<file path="src/logic/word_store_defines.svh">
`ifndef WORD_STORE_DEFINES_SVH
`define WORD_STORE_DEFINES_SVH
`define WS_OFS_LONG_W 16
`define WS_OFS_SHORT_W 9
`define WS_ALIGN_MASK 2'h3
`define WS_BYTE_MAX 2'h3
`endif

</file>
<file path="src/logic/word_store_pkg.sv">
`default_nettype none
package word_store_pkg;
  // ****************
  // store kinds
  // ****************
  typedef enum logic [2:0] {
    store_word_aligned = 3'h0,
    store_fp_word = 3'h1,
    store_coproc_two_word = 3'h2,
    store_word_user_space = 3'h3,
    store_word_left_part = 3'h4,
    store_word_left_user_space = 3'h5
  } store_op_e;
  typedef enum logic [1:0] {
    ST_IDLE = 2'h0,
    ST_XLATE = 2'h1,
    ST_MEM = 2'h2
  } store_state_e;
  typedef enum logic [2:0] {
    EXC_NONE = 3'h0,
    EXC_ADDR = 3'h1,
    EXC_RESV = 3'h2,
    EXC_COP_UNUSABLE = 3'h3,
    EXC_XLATE = 3'h4
  } store_exc_e;
endpackage
`default_nettype wire

</file>
<file path="src/logic/word_store_unit.sv">
`include "word_store_defines.svh"
`default_nettype none
module word_store_unit
  import word_store_pkg::*;
#(
  parameter int ADDR_W = 32
) (
  // clock and reset
  input wire logic clk_i,
  input wire logic rstn_i,
  // instruction request
  input wire logic req_valid_i,
  input wire store_op_e req_op_i,
  input wire logic [31:0] base_value_i,
  input wire logic [15:0] offset_i,
  input wire logic [31:0] gpr_data_i,
  input wire logic [63:0] float_register_i,
  input wire logic [31:0] cop2_data_i,
  output logic req_ready_o,
  // mode and configuration
  input wire logic kernel_mode_i,
  input wire logic fpu_usable_i,
  input wire logic fpu_present_i,
  input wire logic cop2_usable_i,
  input wire logic cop2_present_i,
  input wire logic enhanced_va_present_bit_i,
  input wire logic segment_mode_ok_i,
  input wire logic cpu_big_endian_flag_i,
  input wire logic reverse_endian_flag_i,
  input wire logic memory_big_endian_flag_i,
  // translation
  output logic xlate_req_o,
  output logic [ADDR_W-1:0] xlate_vaddr_o,
  output logic xlate_user_map_o,
  input wire logic xlate_done_i,
  input wire logic xlate_fault_i,
  input wire logic [ADDR_W-1:0] xlate_paddr_i,
  input wire logic [2:0] xlate_cca_i,
  // memory store
  output logic mem_valid_o,
  output logic [2:0] mem_cca_o,
  output logic [1:0] mem_size_o,
  output logic [31:0] mem_data_o,
  output logic [ADDR_W-1:0] mem_paddr_o,
  output logic [ADDR_W-1:0] mem_vaddr_o,
  input wire logic mem_ready_i,
  // completion
  output logic done_o,
  output store_exc_e exc_o
);

  // ****************
  // state
  // ****************
  typedef struct packed {
    store_state_e st;
    logic ready;
    logic xreq;
    logic [ADDR_W-1:0] vaddr;
    logic umap;
    logic left;
    logic [31:0] data;
    logic mvalid;
    logic [2:0] cca;
    logic [1:0] size;
    logic [31:0] mdata;
    logic [ADDR_W-1:0] paddr;
    logic done;
    store_exc_e exc;
  } state_s;

  state_s s_q;
  state_s s_d;
  logic user_op;
  logic [ADDR_W-1:0] ea;
  logic [1:0] byte_idx;
  logic [1:0] plow;

  always_comb begin
    user_op = (req_op_i == store_word_user_space) || (req_op_i == store_word_left_user_space);
    // short offset keeps only the low nine bits of the field
    if (user_op) begin
      ea = base_value_i + {{(ADDR_W - `WS_OFS_SHORT_W){offset_i[`WS_OFS_SHORT_W-1]}},
                           offset_i[`WS_OFS_SHORT_W-1:0]};
    end else begin
      ea = base_value_i + {{(ADDR_W - `WS_OFS_LONG_W){offset_i[15]}}, offset_i};
    end
    byte_idx = s_q.vaddr[1:0] ^ {2{cpu_big_endian_flag_i}};
    plow = xlate_paddr_i[1:0] ^ {2{reverse_endian_flag_i}};
    if (!memory_big_endian_flag_i) begin
      plow = 2'h0;
    end
    s_d = s_q;
    s_d.done = 1'b0;
    unique case (s_q.st)
      ST_IDLE: begin
        if (req_valid_i) begin
          s_d.ready = 1'b0;
          s_d.vaddr = ea;
          s_d.umap = user_op;
          s_d.left = (req_op_i == store_word_left_part) ||
                     (req_op_i == store_word_left_user_space);
          s_d.exc = EXC_NONE;
          unique case (req_op_i)
            store_fp_word: s_d.data = float_register_i[31:0];
            store_coproc_two_word: s_d.data = cop2_data_i;
            default: s_d.data = gpr_data_i;
          endcase
          // priority: missing instruction, unusable unit, refused segment, then alignment
          if (user_op && (!enhanced_va_present_bit_i || !kernel_mode_i)) begin
            s_d.exc = EXC_RESV;
          end else if (req_op_i == store_fp_word && !fpu_present_i) begin
            s_d.exc = EXC_RESV;
          end else if (req_op_i == store_coproc_two_word && !cop2_present_i) begin
            s_d.exc = EXC_RESV;
          end else if (req_op_i == store_fp_word && !fpu_usable_i) begin
            s_d.exc = EXC_COP_UNUSABLE;
          end else if (req_op_i == store_coproc_two_word && !cop2_usable_i) begin
            s_d.exc = EXC_COP_UNUSABLE;
          end else if (user_op && !segment_mode_ok_i) begin
            s_d.exc = EXC_ADDR;
          end else if (!s_d.left && (ea[1:0] & `WS_ALIGN_MASK) != 2'h0) begin
            s_d.exc = EXC_ADDR;
          end
          if (s_d.exc != EXC_NONE) begin
            s_d.done = 1'b1;
            s_d.ready = 1'b1;
          end else begin
            s_d.xreq = 1'b1;
            s_d.st = ST_XLATE;
          end
        end
      end
      ST_XLATE: begin
        if (xlate_done_i) begin
          s_d.xreq = 1'b0;
          if (xlate_fault_i) begin
            s_d.exc = EXC_XLATE;
            s_d.done = 1'b1;
            s_d.ready = 1'b1;
            s_d.st = ST_IDLE;
          end else begin
            s_d.mvalid = 1'b1;
            s_d.cca = xlate_cca_i;
            if (s_q.left) begin
              s_d.paddr = {xlate_paddr_i[ADDR_W-1:2], plow};
              s_d.size = byte_idx;
              s_d.mdata = s_q.data >> (8 * (`WS_BYTE_MAX - byte_idx));
            end else begin
              s_d.paddr = xlate_paddr_i;
              s_d.size = `WS_BYTE_MAX;
              s_d.mdata = s_q.data;
            end
            s_d.st = ST_MEM;
          end
        end
      end
      ST_MEM: begin
        if (mem_ready_i) begin
          s_d.mvalid = 1'b0;
          s_d.done = 1'b1;
          s_d.ready = 1'b1;
          s_d.st = ST_IDLE;
        end
      end
      default: s_d.st = ST_IDLE;
    endcase
  end

  always_ff @(posedge clk_i or negedge rstn_i) begin
    if (!rstn_i) begin
      s_q <= '{st: ST_IDLE, ready: 1'b1, exc: EXC_NONE, default: '0};
    end else begin
      s_q <= s_d;
    end
  end

  assign req_ready_o = s_q.ready;
  assign xlate_req_o = s_q.xreq;
  assign xlate_vaddr_o = s_q.vaddr;
  assign xlate_user_map_o = s_q.umap;
  assign mem_valid_o = s_q.mvalid;
  assign mem_cca_o = s_q.cca;
  assign mem_size_o = s_q.size;
  assign mem_data_o = s_q.mdata;
  assign mem_paddr_o = s_q.paddr;
  assign mem_vaddr_o = s_q.vaddr;
  assign done_o = s_q.done;
  assign exc_o = s_q.exc;

  // ****************
  // checks
  // ****************
  AST_MISALIGN_NO_XLATE: assert property (@(posedge clk_i) disable iff (!rstn_i)
    s_q.st == ST_IDLE && req_valid_i && req_op_i == store_word_aligned && ea[1:0] != 2'h0
    |=> !xlate_req_o && done_o && exc_o == EXC_ADDR)
    else $error("misaligned store reached translation");
  AST_MISALIGN_NO_WRITE: assert property (@(posedge clk_i) disable iff (!rstn_i)
    done_o && exc_o == EXC_ADDR |-> !mem_valid_o)
    else $error("write issued after address error");
  AST_FP_ALIGN: assert property (@(posedge clk_i) disable iff (!rstn_i)
    s_q.st == ST_IDLE && req_valid_i && req_op_i == store_fp_word && fpu_present_i &&
    fpu_usable_i && ea[1:0] != 2'h0 |=> exc_o == EXC_ADDR)
    else $error("float store misalignment not caught");
  AST_LEFT_NO_ALIGN: assert property (@(posedge clk_i) disable iff (!rstn_i)
    s_q.st == ST_IDLE && req_valid_i && req_op_i == store_word_left_part |=> xlate_req_o)
    else $error("left store refused");
  AST_USER_NEEDS_EVA: assert property (@(posedge clk_i) disable iff (!rstn_i)
    s_q.st == ST_IDLE && req_valid_i && req_op_i == store_word_user_space &&
    !enhanced_va_present_bit_i |=> exc_o == EXC_RESV && !xlate_req_o)
    else $error("user store ran without enhanced addressing");
  AST_USER_MAP: assert property (@(posedge clk_i) disable iff (!rstn_i)
    s_q.st == ST_IDLE && req_valid_i && req_op_i == store_word_user_space |=> xlate_user_map_o)
    else $error("user store not using user mapping");
  AST_CCA_PASS: assert property (@(posedge clk_i) disable iff (!rstn_i)
    s_q.st == ST_XLATE && xlate_done_i && !xlate_fault_i |=> mem_valid_o &&
    mem_cca_o == $past(xlate_cca_i))
    else $error("attribute not forwarded");
  AST_LEFT_DATA: assert property (@(posedge clk_i) disable iff (!rstn_i)
    mem_valid_o && s_q.left |-> mem_data_o == (s_q.data >> (8 * (2'h3 - mem_size_o))))
    else $error("left store data wrong");
  AST_WORD_SIZE: assert property (@(posedge clk_i) disable iff (!rstn_i)
    mem_valid_o && !s_q.left |-> mem_size_o == 2'h3 && mem_data_o == s_q.data)
    else $error("word store size wrong");
  AST_MEMLE_ZERO: assert property (@(posedge clk_i) disable iff (!rstn_i)
    s_q.st == ST_XLATE && xlate_done_i && !xlate_fault_i && s_q.left &&
    !memory_big_endian_flag_i |=> mem_paddr_o[1:0] == 2'h0)
    else $error("low address bits not cleared");
  AST_WORD_EXC_SET: assert property (@(posedge clk_i) disable iff (!rstn_i)
    s_q.st == ST_IDLE && req_valid_i && req_op_i == store_word_aligned |=>
    exc_o == EXC_NONE || exc_o == EXC_ADDR)
    else $error("word store raised a foreign fault");
  AST_FP_UNUSABLE: assert property (@(posedge clk_i) disable iff (!rstn_i)
    s_q.st == ST_IDLE && req_valid_i && req_op_i == store_fp_word && fpu_present_i &&
    !fpu_usable_i |=> done_o && exc_o == EXC_COP_UNUSABLE && !xlate_req_o)
    else $error("float store ran with unit unusable");
  AST_FP_ABSENT: assert property (@(posedge clk_i) disable iff (!rstn_i)
    s_q.st == ST_IDLE && req_valid_i && req_op_i == store_fp_word && !fpu_present_i
    |=> done_o && exc_o == EXC_RESV && !xlate_req_o)
    else $error("float store ran with unit absent");
  AST_COP2_ALIGN: assert property (@(posedge clk_i) disable iff (!rstn_i)
    s_q.st == ST_IDLE && req_valid_i && req_op_i == store_coproc_two_word &&
    cop2_present_i && cop2_usable_i && ea[1:0] != 2'h0 |=> done_o && exc_o == EXC_ADDR)
    else $error("coprocessor store misalignment not caught");
  AST_USER_KERNEL: assert property (@(posedge clk_i) disable iff (!rstn_i)
    s_q.st == ST_IDLE && req_valid_i && user_op && enhanced_va_present_bit_i &&
    !kernel_mode_i |=> done_o && exc_o == EXC_RESV && !xlate_req_o)
    else $error("user-space store ran outside kernel mode");
  AST_USER_SEGMENT: assert property (@(posedge clk_i) disable iff (!rstn_i)
    s_q.st == ST_IDLE && req_valid_i && user_op && enhanced_va_present_bit_i &&
    kernel_mode_i && !segment_mode_ok_i |=> done_o && exc_o == EXC_ADDR && !xlate_req_o)
    else $error("user-space store reached a refused segment");
  AST_LEFT_USER_EVA: assert property (@(posedge clk_i) disable iff (!rstn_i)
    s_q.st == ST_IDLE && req_valid_i && req_op_i == store_word_left_user_space &&
    !enhanced_va_present_bit_i |=> done_o && exc_o == EXC_RESV && !xlate_req_o)
    else $error("user-space left store ran without enhanced addressing");
  AST_LEFT_USER_MAP: assert property (@(posedge clk_i) disable iff (!rstn_i)
    s_q.st == ST_IDLE && req_valid_i && req_op_i == store_word_left_user_space &&
    enhanced_va_present_bit_i && kernel_mode_i && segment_mode_ok_i |=>
    xlate_req_o && xlate_user_map_o)
    else $error("user-space left store not using user mapping");
  AST_XLATE_FAULT: assert property (@(posedge clk_i) disable iff (!rstn_i)
    s_q.st == ST_XLATE && xlate_done_i && xlate_fault_i |=>
    done_o && exc_o == EXC_XLATE && !mem_valid_o)
    else $error("translation fault not reported");
  AST_LEFT_SIZE: assert property (@(posedge clk_i) disable iff (!rstn_i)
    s_q.st == ST_XLATE && xlate_done_i && !xlate_fault_i && s_q.left |=>
    mem_size_o == (mem_vaddr_o[1:0] ^ {2{$past(cpu_big_endian_flag_i)}}))
    else $error("left store byte count wrong");
  AST_WORD_PADDR: assert property (@(posedge clk_i) disable iff (!rstn_i)
    s_q.st == ST_XLATE && xlate_done_i && !xlate_fault_i && !s_q.left |=>
    mem_paddr_o == $past(xlate_paddr_i))
    else $error("word store address not forwarded");
  AST_MEM_HOLD: assert property (@(posedge clk_i) disable iff (!rstn_i)
    mem_valid_o && !mem_ready_i |=> mem_valid_o && $stable(mem_data_o) &&
    $stable(mem_paddr_o) && $stable(mem_size_o))
    else $error("memory request changed while waiting");
  AST_XREQ_HOLD: assert property (@(posedge clk_i) disable iff (!rstn_i)
    xlate_req_o && !xlate_done_i |=> xlate_req_o && $stable(xlate_vaddr_o))
    else $error("translation request dropped early");
  AST_BUSY_REFUSE: assert property (@(posedge clk_i) disable iff (!rstn_i)
    s_q.st != ST_IDLE |-> !req_ready_o)
    else $error("ready shown while busy");
  COV_USER_STORE: cover property (@(posedge clk_i) xlate_req_o && xlate_user_map_o);
  COV_WORD: cover property (@(posedge clk_i) mem_valid_o && mem_ready_i && !s_q.left);
  COV_LEFT: cover property (@(posedge clk_i) mem_valid_o && mem_ready_i && s_q.left);
  COV_ADDR_ERR: cover property (@(posedge clk_i) done_o && exc_o == EXC_ADDR);
  COV_XLATE_ERR: cover property (@(posedge clk_i) done_o && exc_o == EXC_XLATE);

endmodule
`default_nettype wire

</file>
<file path="config.mk">
export PLATFORM = sky130hd
export DESIGN_NAME = word_store_unit
export DESIGN_NICKNAME = d
export VERILOG_FILES = /design/src/logic/word_store_pkg.sv /design/src/logic/word_store_unit.sv
export VERILOG_INCLUDE_DIRS = /design/src /design/src/logic
export SDC_FILE = /design/constraint.sdc
export NUM_CORES = 1
export LEC_CHECK = 0
export BUFFER_PORTS_ARGS = -buffer_cell sky130_fd_sc_hd__buf_2
export CORE_MARGIN = 3
export CORE_UTILIZATION = 45
export CTS_CLUSTER_DIAMETER = 200
export DETAILED_ROUTE_END_ITERATION = 16
export HOLD_SLACK_MARGIN = 0.12
export PLACE_DENSITY = 0.78
export SLEW_MARGIN = 20
export SYNTH_ARGS = -nofsm -noshare
export SYNTH_HDL_FRONTEND = slang
export SYNTH_SLANG_ARGS = --single-unit
</file>
<file path="constraint.sdc">
create_clock -name clk_i -period 1.7 [get_ports clk_i]
set_input_delay 0.34 -clock clk_i [delete_from_list [all_inputs] [get_ports clk_i]]
set_output_delay 0.34 -clock clk_i [all_outputs]
set_load 0.01 [all_outputs]
</file>
# After elaboration in Yosys (flattened, before gate mapping)
# Index checks and enable logic that the tools add are counted.
[word_totals]
regBits = 144
inputBits = 230
out_inout_bits = 141
wordCells = 98
[classes]
addsub = 3
n_eq_ne = 13
n_shift = 1
mux = 33
bitwise_logic = 3
n_reduce_logical = 31
[ops]
columns = ["operator", "count"]
rows = [
  ["70-bit two-way mux", 2],
  ["74-bit two-way mux", 1],
  ["66-bit two-way mux", 1],
  ["32-bit adder", 2],
  ["32-bit one-hot mux with 2 select lines", 1],
  ["32-bit two-way mux", 1],
  ["32-bit by 32-bit >> shifter with 32-bit output", 1],
  ["2-bit two-way mux", 8],
  ["4-bit AND reduction", 4],
  ["4-bit two-way mux", 3],
  ["2-bit inequality test, second input constant", 6],
  ["3-bit two-way mux", 3],
  ["1-bit zero test", 8],
  ["1-bit logical AND", 7],
  ["1-bit two-way mux", 7],
  ["3-bit by 2-bit == test with 1-bit output, second input constant", 2],
  ["3-bit == test, second input constant", 2],
  ["1-bit one-hot mux with 3 select lines", 2],
  ["2-bit one-hot mux with 3 select lines", 1],
  ["3-bit one-hot mux with 2 select lines", 1],
  ["2-bit nonzero test", 3],
  ["3-bit nonzero test", 2],
  ["5-bit AND reduction", 1],
  ["1-bit one-hot mux with 2 select lines", 2],
  ["10 further kinds", 13],
]

# Depth between registers and ports, before layout
[logic_depth]
depth_word = 18
ltp_mapped = 14
ltp_nobuf = 11

# Worst setup path before layout
# No wires, ideal clock.
[synth_path]
path_kind = "input to register"
from = "in req_op_i[2]"
to = "reg s_q (netlist bit mem_vaddr_o[30])"
setup_ns = 0.142
arrival_time_ns = 3.036
required_time_ns = 1.558
setup_slack_ns = -1.478
cell_stages = 14
path_buffers = 3
cell_sequence = "buf_2 -> xor2_1 -> and3_1 -> clkbuf_1 -> a21o_1 -> ha_1 -> clkbuf_1 -> a21oi_1 -> o21ai_0 -> a211oi_1 -> nor2_1 -> a211oi_1 -> a2111o_1 -> o2111ai_1"
[synth_via]
elab_chain_len = 3
elab_cells_between_ends = 4
classes_between = "eq/ne (2); mux (1); reduce/logical (1)"
[synth_rtl]
columns = ["element", "line_no", "source"]
rows = [
  ["from (decl)", "word_store_unit.sv:13", "input wire store_op_e req_op_i,"],
  ["3-bit by 2-bit == test with 1-bit output / 3-bit == test (equally long branches)", "word_store_unit.sv:80", "user_op = (req_op_i == store_word_user_space) || (req_op_i == store_word_left_user_space);"],
  ["1-bit logical OR *", "word_store_unit.sv:80", ""],
  ["32-bit two-way mux *", "word_store_unit.sv:82", "if (user_op) begin"],
  ["to (signal assigned)", "word_store_unit.sv:172", "s_q <= '{st: ST_IDLE, ready: 1'b1, exc: EXC_NONE, default: '0};"],
  ["to (signal assigned)", "word_store_unit.sv:174", "s_q <= s_d;"],
  ["to (decl)", "word_store_unit.sv:72", "state_s s_q;"],
]
# Mark *: on every way between the ends. The rest lies on a longest branch, timed or not.
# A chain may end at the register's enable or synchronous reset.

# Worst setup path in the final report
# Same ends and word-level chain as after synthesis.

==> metrics.md <==
| Metric | Value |
|---|---|
| Status | complete, but fails checks |
| Failing checks | setup timing |
| Max-cap violations | 0 |
| Slowest stage delay, CP | ~0.42 ns |
| Syn. warnings | 0 |
| Leakage | 6.589 nW |
| CTS tree | yes |
| M3 GR Usage | 4.664% |
| IO Pins | 371 |
| Routability-driven placement congestion ratio | 0.8857 |
| Met1 GRT Util | 35.22% |
| H-tree levels | 4 |
| Placed cell area | 11800 µm² |
| Main combinational cell family by area after synthesis | compound AO/OA/AOI/OAI gates |
| Largest net degree at the start of global routing | between 60 and 70 |
| EDFF count, synth | 0 |
| Initial DRC count | 698 |
| Reg2reg end | mem_vaddr_o[27] |
| Area share of fa/ha/maj cells after synthesis | 4.911% |
| Reg2reg path depth | 8 |
| Highest clock rate | 418.6 MHz |
| Initial Util | 45.93% |
| CTS buffer count | 17 |
| Data required time of the critical path | 2.04 ns |
| Met2 Use GR | 48.57% |
| Fraction of registers with async set/reset | 100.0% |
| Worst VDD drop | 0.6896 mV |
| Slew margin rel. | 68.43% |
| Post-route ant nets | 0 |
| Pwr/cell area | 1489 nW/µm² |
| # DRC | 0 |
| Die width | 149.9 µm |
| Max-slew violations | 0 |
| Clk_skew | 0.01589 ns |
| Average size of a mapped cell | 8.222 µm² |
| Buf/Inv on CP | 3 |
| Layout cells sized above 1 | 45.38% |
| Vias in the first global route | 9250 |
| Critical path origin | req_op_i[2] |
| CP max stage cell | a2111o_1 |
| Synth Area in Simple Gates | 19.30% |
| Post-synthesis compound-gate area fraction | 19.73% |
| Most Crowded Layer GR | met2 |
| Initial antenna violation count | 0 |
| Leading area contributor after synthesis | dfrtp_1 |
| Top_reg_cell synth | dfrtp_1 |
| Placed cell count | 1699 |
| Clock root buffer | clkbuf_16 |
| Crit start category | input pin |
| Most frequent cells in the layout | buf_2 (333), nand2_1 (235), buf_4 (143) |
| Core Area | approximately 20000 µm² |
| Critical path type | in -> reg |
| RSZ-0062 raised after global routing | true |
| Diodes inserted | 0 |
| Multiplexer area fraction after synthesis | 0.7649% |
| Endpoints failing hold | 0 |
| Final Critical Period | 2.389 ns |
| Non-Filler Instances | around 1800 |
| FP Rows | 52 |
| First-pass GRT wire length | between 40000 and 50000 µm |
| Vias per std cell | 5.426 |
| CTS clk-pin slew, worst paths | 0.07 ns |
| Min-Delay Endpoint | mem_paddr_o[12] |
| Hold path startpoint | xlate_paddr_i[12] |
| Sequential area share after synthesis | 38.66% |
| Min-Delay Path Class | in -> reg |
| First-pass iteration count of the detailed router | 5 |
| Finished Cell Area | 13590 µm² |
| Syn_nets | 1400 |
| CP delay by family, top | compound AO/OA/AOI/OAI gates |
| Die Ht | 149.9 µm |
| Nets@finish | 1769 |
| Setup slack, reg-to-reg | 0.06 ns |
| WHS Path Cells | 3 |
| #FFs+latches synth | 144 |
| Longest Clk Path Bufs | 2 |
| Post-Synthesis Cells | 1134 |
| All-Layer GR Usage | 27.84% |
| Unique masters post-synth | 63 |
| CP cell instances | buf_8, xor2_4, nand2_2, buf_6, a21o_4, ha_4, buf_4, nand4_1, o221ai_4, a211oi_2, a2111o_1, o2111ai_1 |
| Top cell type's share of synthesized area | 38.38% |
| I/O Buffers | 338 |
| Xor-xnor portion of the synthesized cell area | 2.617% |
| Skew-Pair Late Insertion Delay | 0.42 ns |
| Die area | 22480 µm² |
| FF-to-FF Start | s_q[142] |
| Min Hold Slack | about 0.13 ns |
| Drt wl/cell | 18.81 µm |
| CTS Sinks | 144 |
| Total gr overflow | 0 |
| Final worst slack | -0.6888 ns |
| Commonest non-fill, non-tap cell in the layout | buf_2 |
| Vias | 9691 |
| Synth area leaders | dfrtp_1 (38%), buf_4 (11%), nand2_1 (9.9%), ha_1 (4.7%), nor2_1 (4.4%) |
| Final wirelength | 33600 µm |
| Synth-to-layout area growth | 45.77% |
| WP data arrival | 2.73 ns |
| Final setup fails | 23 |
| Tcrit/Tclk final | 140.5% |
| Worst Setup End Kind | flop |
| Tightest Pin Transition | 0.4731 ns |
| Crit-path max FO | 8 |
| Post-Syn Area | ~9300 µm² |
| Detail Placement HPWL | roughly 24000 µm |
Yosys cell counts (4+ instances only):
cell	n
a211oi_1	6
a21o_1	11
a21oi_1	47
a221oi_1	19
a22o_1	10
a22oi_1	32
a31oi_1	39
buf_1	5
buf_2	7
buf_4	136
clkbuf_1	44
dfrtp_1	143
ha_1	35
inv_1	14
mux2i_1	6
nand2_1	246
nand2b_1	13
nand3_1	21
nand4_1	12
nor2_1	109
nor3_1	14
o211ai_1	10
o21a_1	4
o21ai_0	60
o221ai_1	5
o22ai_1	6
xnor2_1	12
xor2_1	14
repair_timing:
action	in CTS	in global routing
endpoints found under the setup margin	25	89
buffers inserted	14	10
hold endpoints to repair	60	0
hold buffers	30	0
gates resized for setup	67	73
pin swaps	44	45
cloned	1	2
cell type report:
cell class | instances | area [µm²]
fillers | 1631 | 6708
multi-input cells | 782 | 5348
repair buffers | 544 | 3635
flip-flops and latches | 144 | 3607
clock buffers | 17 | 425.4
well taps | 270 | 337.8
clock inverters | 15 | 186.4
inverters | 14 | 52.55
cell families after synthesis:
kind of cell | Yosys count
AND/OR/NAND/NOR | 434
adder cells (fa/ha/maj) | 36
flip-flops | 144
buffers and inverters | 209
AO/OA/AOI/OAI | 277
XOR/XNOR | 27
multiplexers | 7
power breakdown:
part	switching, W	leakage (nW)	internal [W]
sequential	0.00152	1.71	0.00510
clock	0.00175	0.297	0.00213
combinational	0.00534	4.59	0.00440
total	0.00860	6.59	0.0116
stage by stage:
stage	TNS, ns	setup WS (ns)	util [%]	total power [W]
finish	-11.88	-0.6888	66.96	0.02024
global route	-13.31	-0.7549	66.96	0.02152
CTS	-10.67	-0.6153	64.54	0.01956
detailed placement	-30.75	-1.222	58.12	0.01537
global placement	-27.64	-1.136	58.12	0.01513
floorplan	-17.60	-0.9977	-	0.01311
sequential cells by signal (all words and copies together), names as in the netlist, 2 cells and up:
register     count
mem_vaddr_o     32
mem_data_o      32
s_q             35
exc_o            3
mem_paddr_o     32
mem_size_o       2
mem_cca_o        3
metal layers:
layer | wire length [µm] | share of wire [%]
met1 | 13250 | 39
met2 | 16840 | 50
met3 | 2658 | 7.9
met4 | 841 | 2.5
met5 | 0 | 0
worst max path at each step:
stage                     slack [ns]               to  depth (start not counted)
after floorplan                 -1.0  mem_vaddr_o[31]                         12
after global placement         -1.14  mem_vaddr_o[30]                         11
after detailed placement       -1.22  mem_vaddr_o[23]                         12
after CTS                      -0.62  mem_vaddr_o[21]                         15
after global routing           -0.75  mem_vaddr_o[31]                         12
final                          -0.69  mem_vaddr_o[30]                         12
worst register-to-register path: stages (launching register included):
cell and delay, ns:
dfrtp_1 0.41, inv_1 0.13, ha_2 0.26, and2_4 0.23
buf_12 0.16, nand2b_1 0.08, mux2i_1 0.14, a21oi_1 0.06
o311ai_1 0.08
Note: power is estimated with default switching activity, not from simulation.
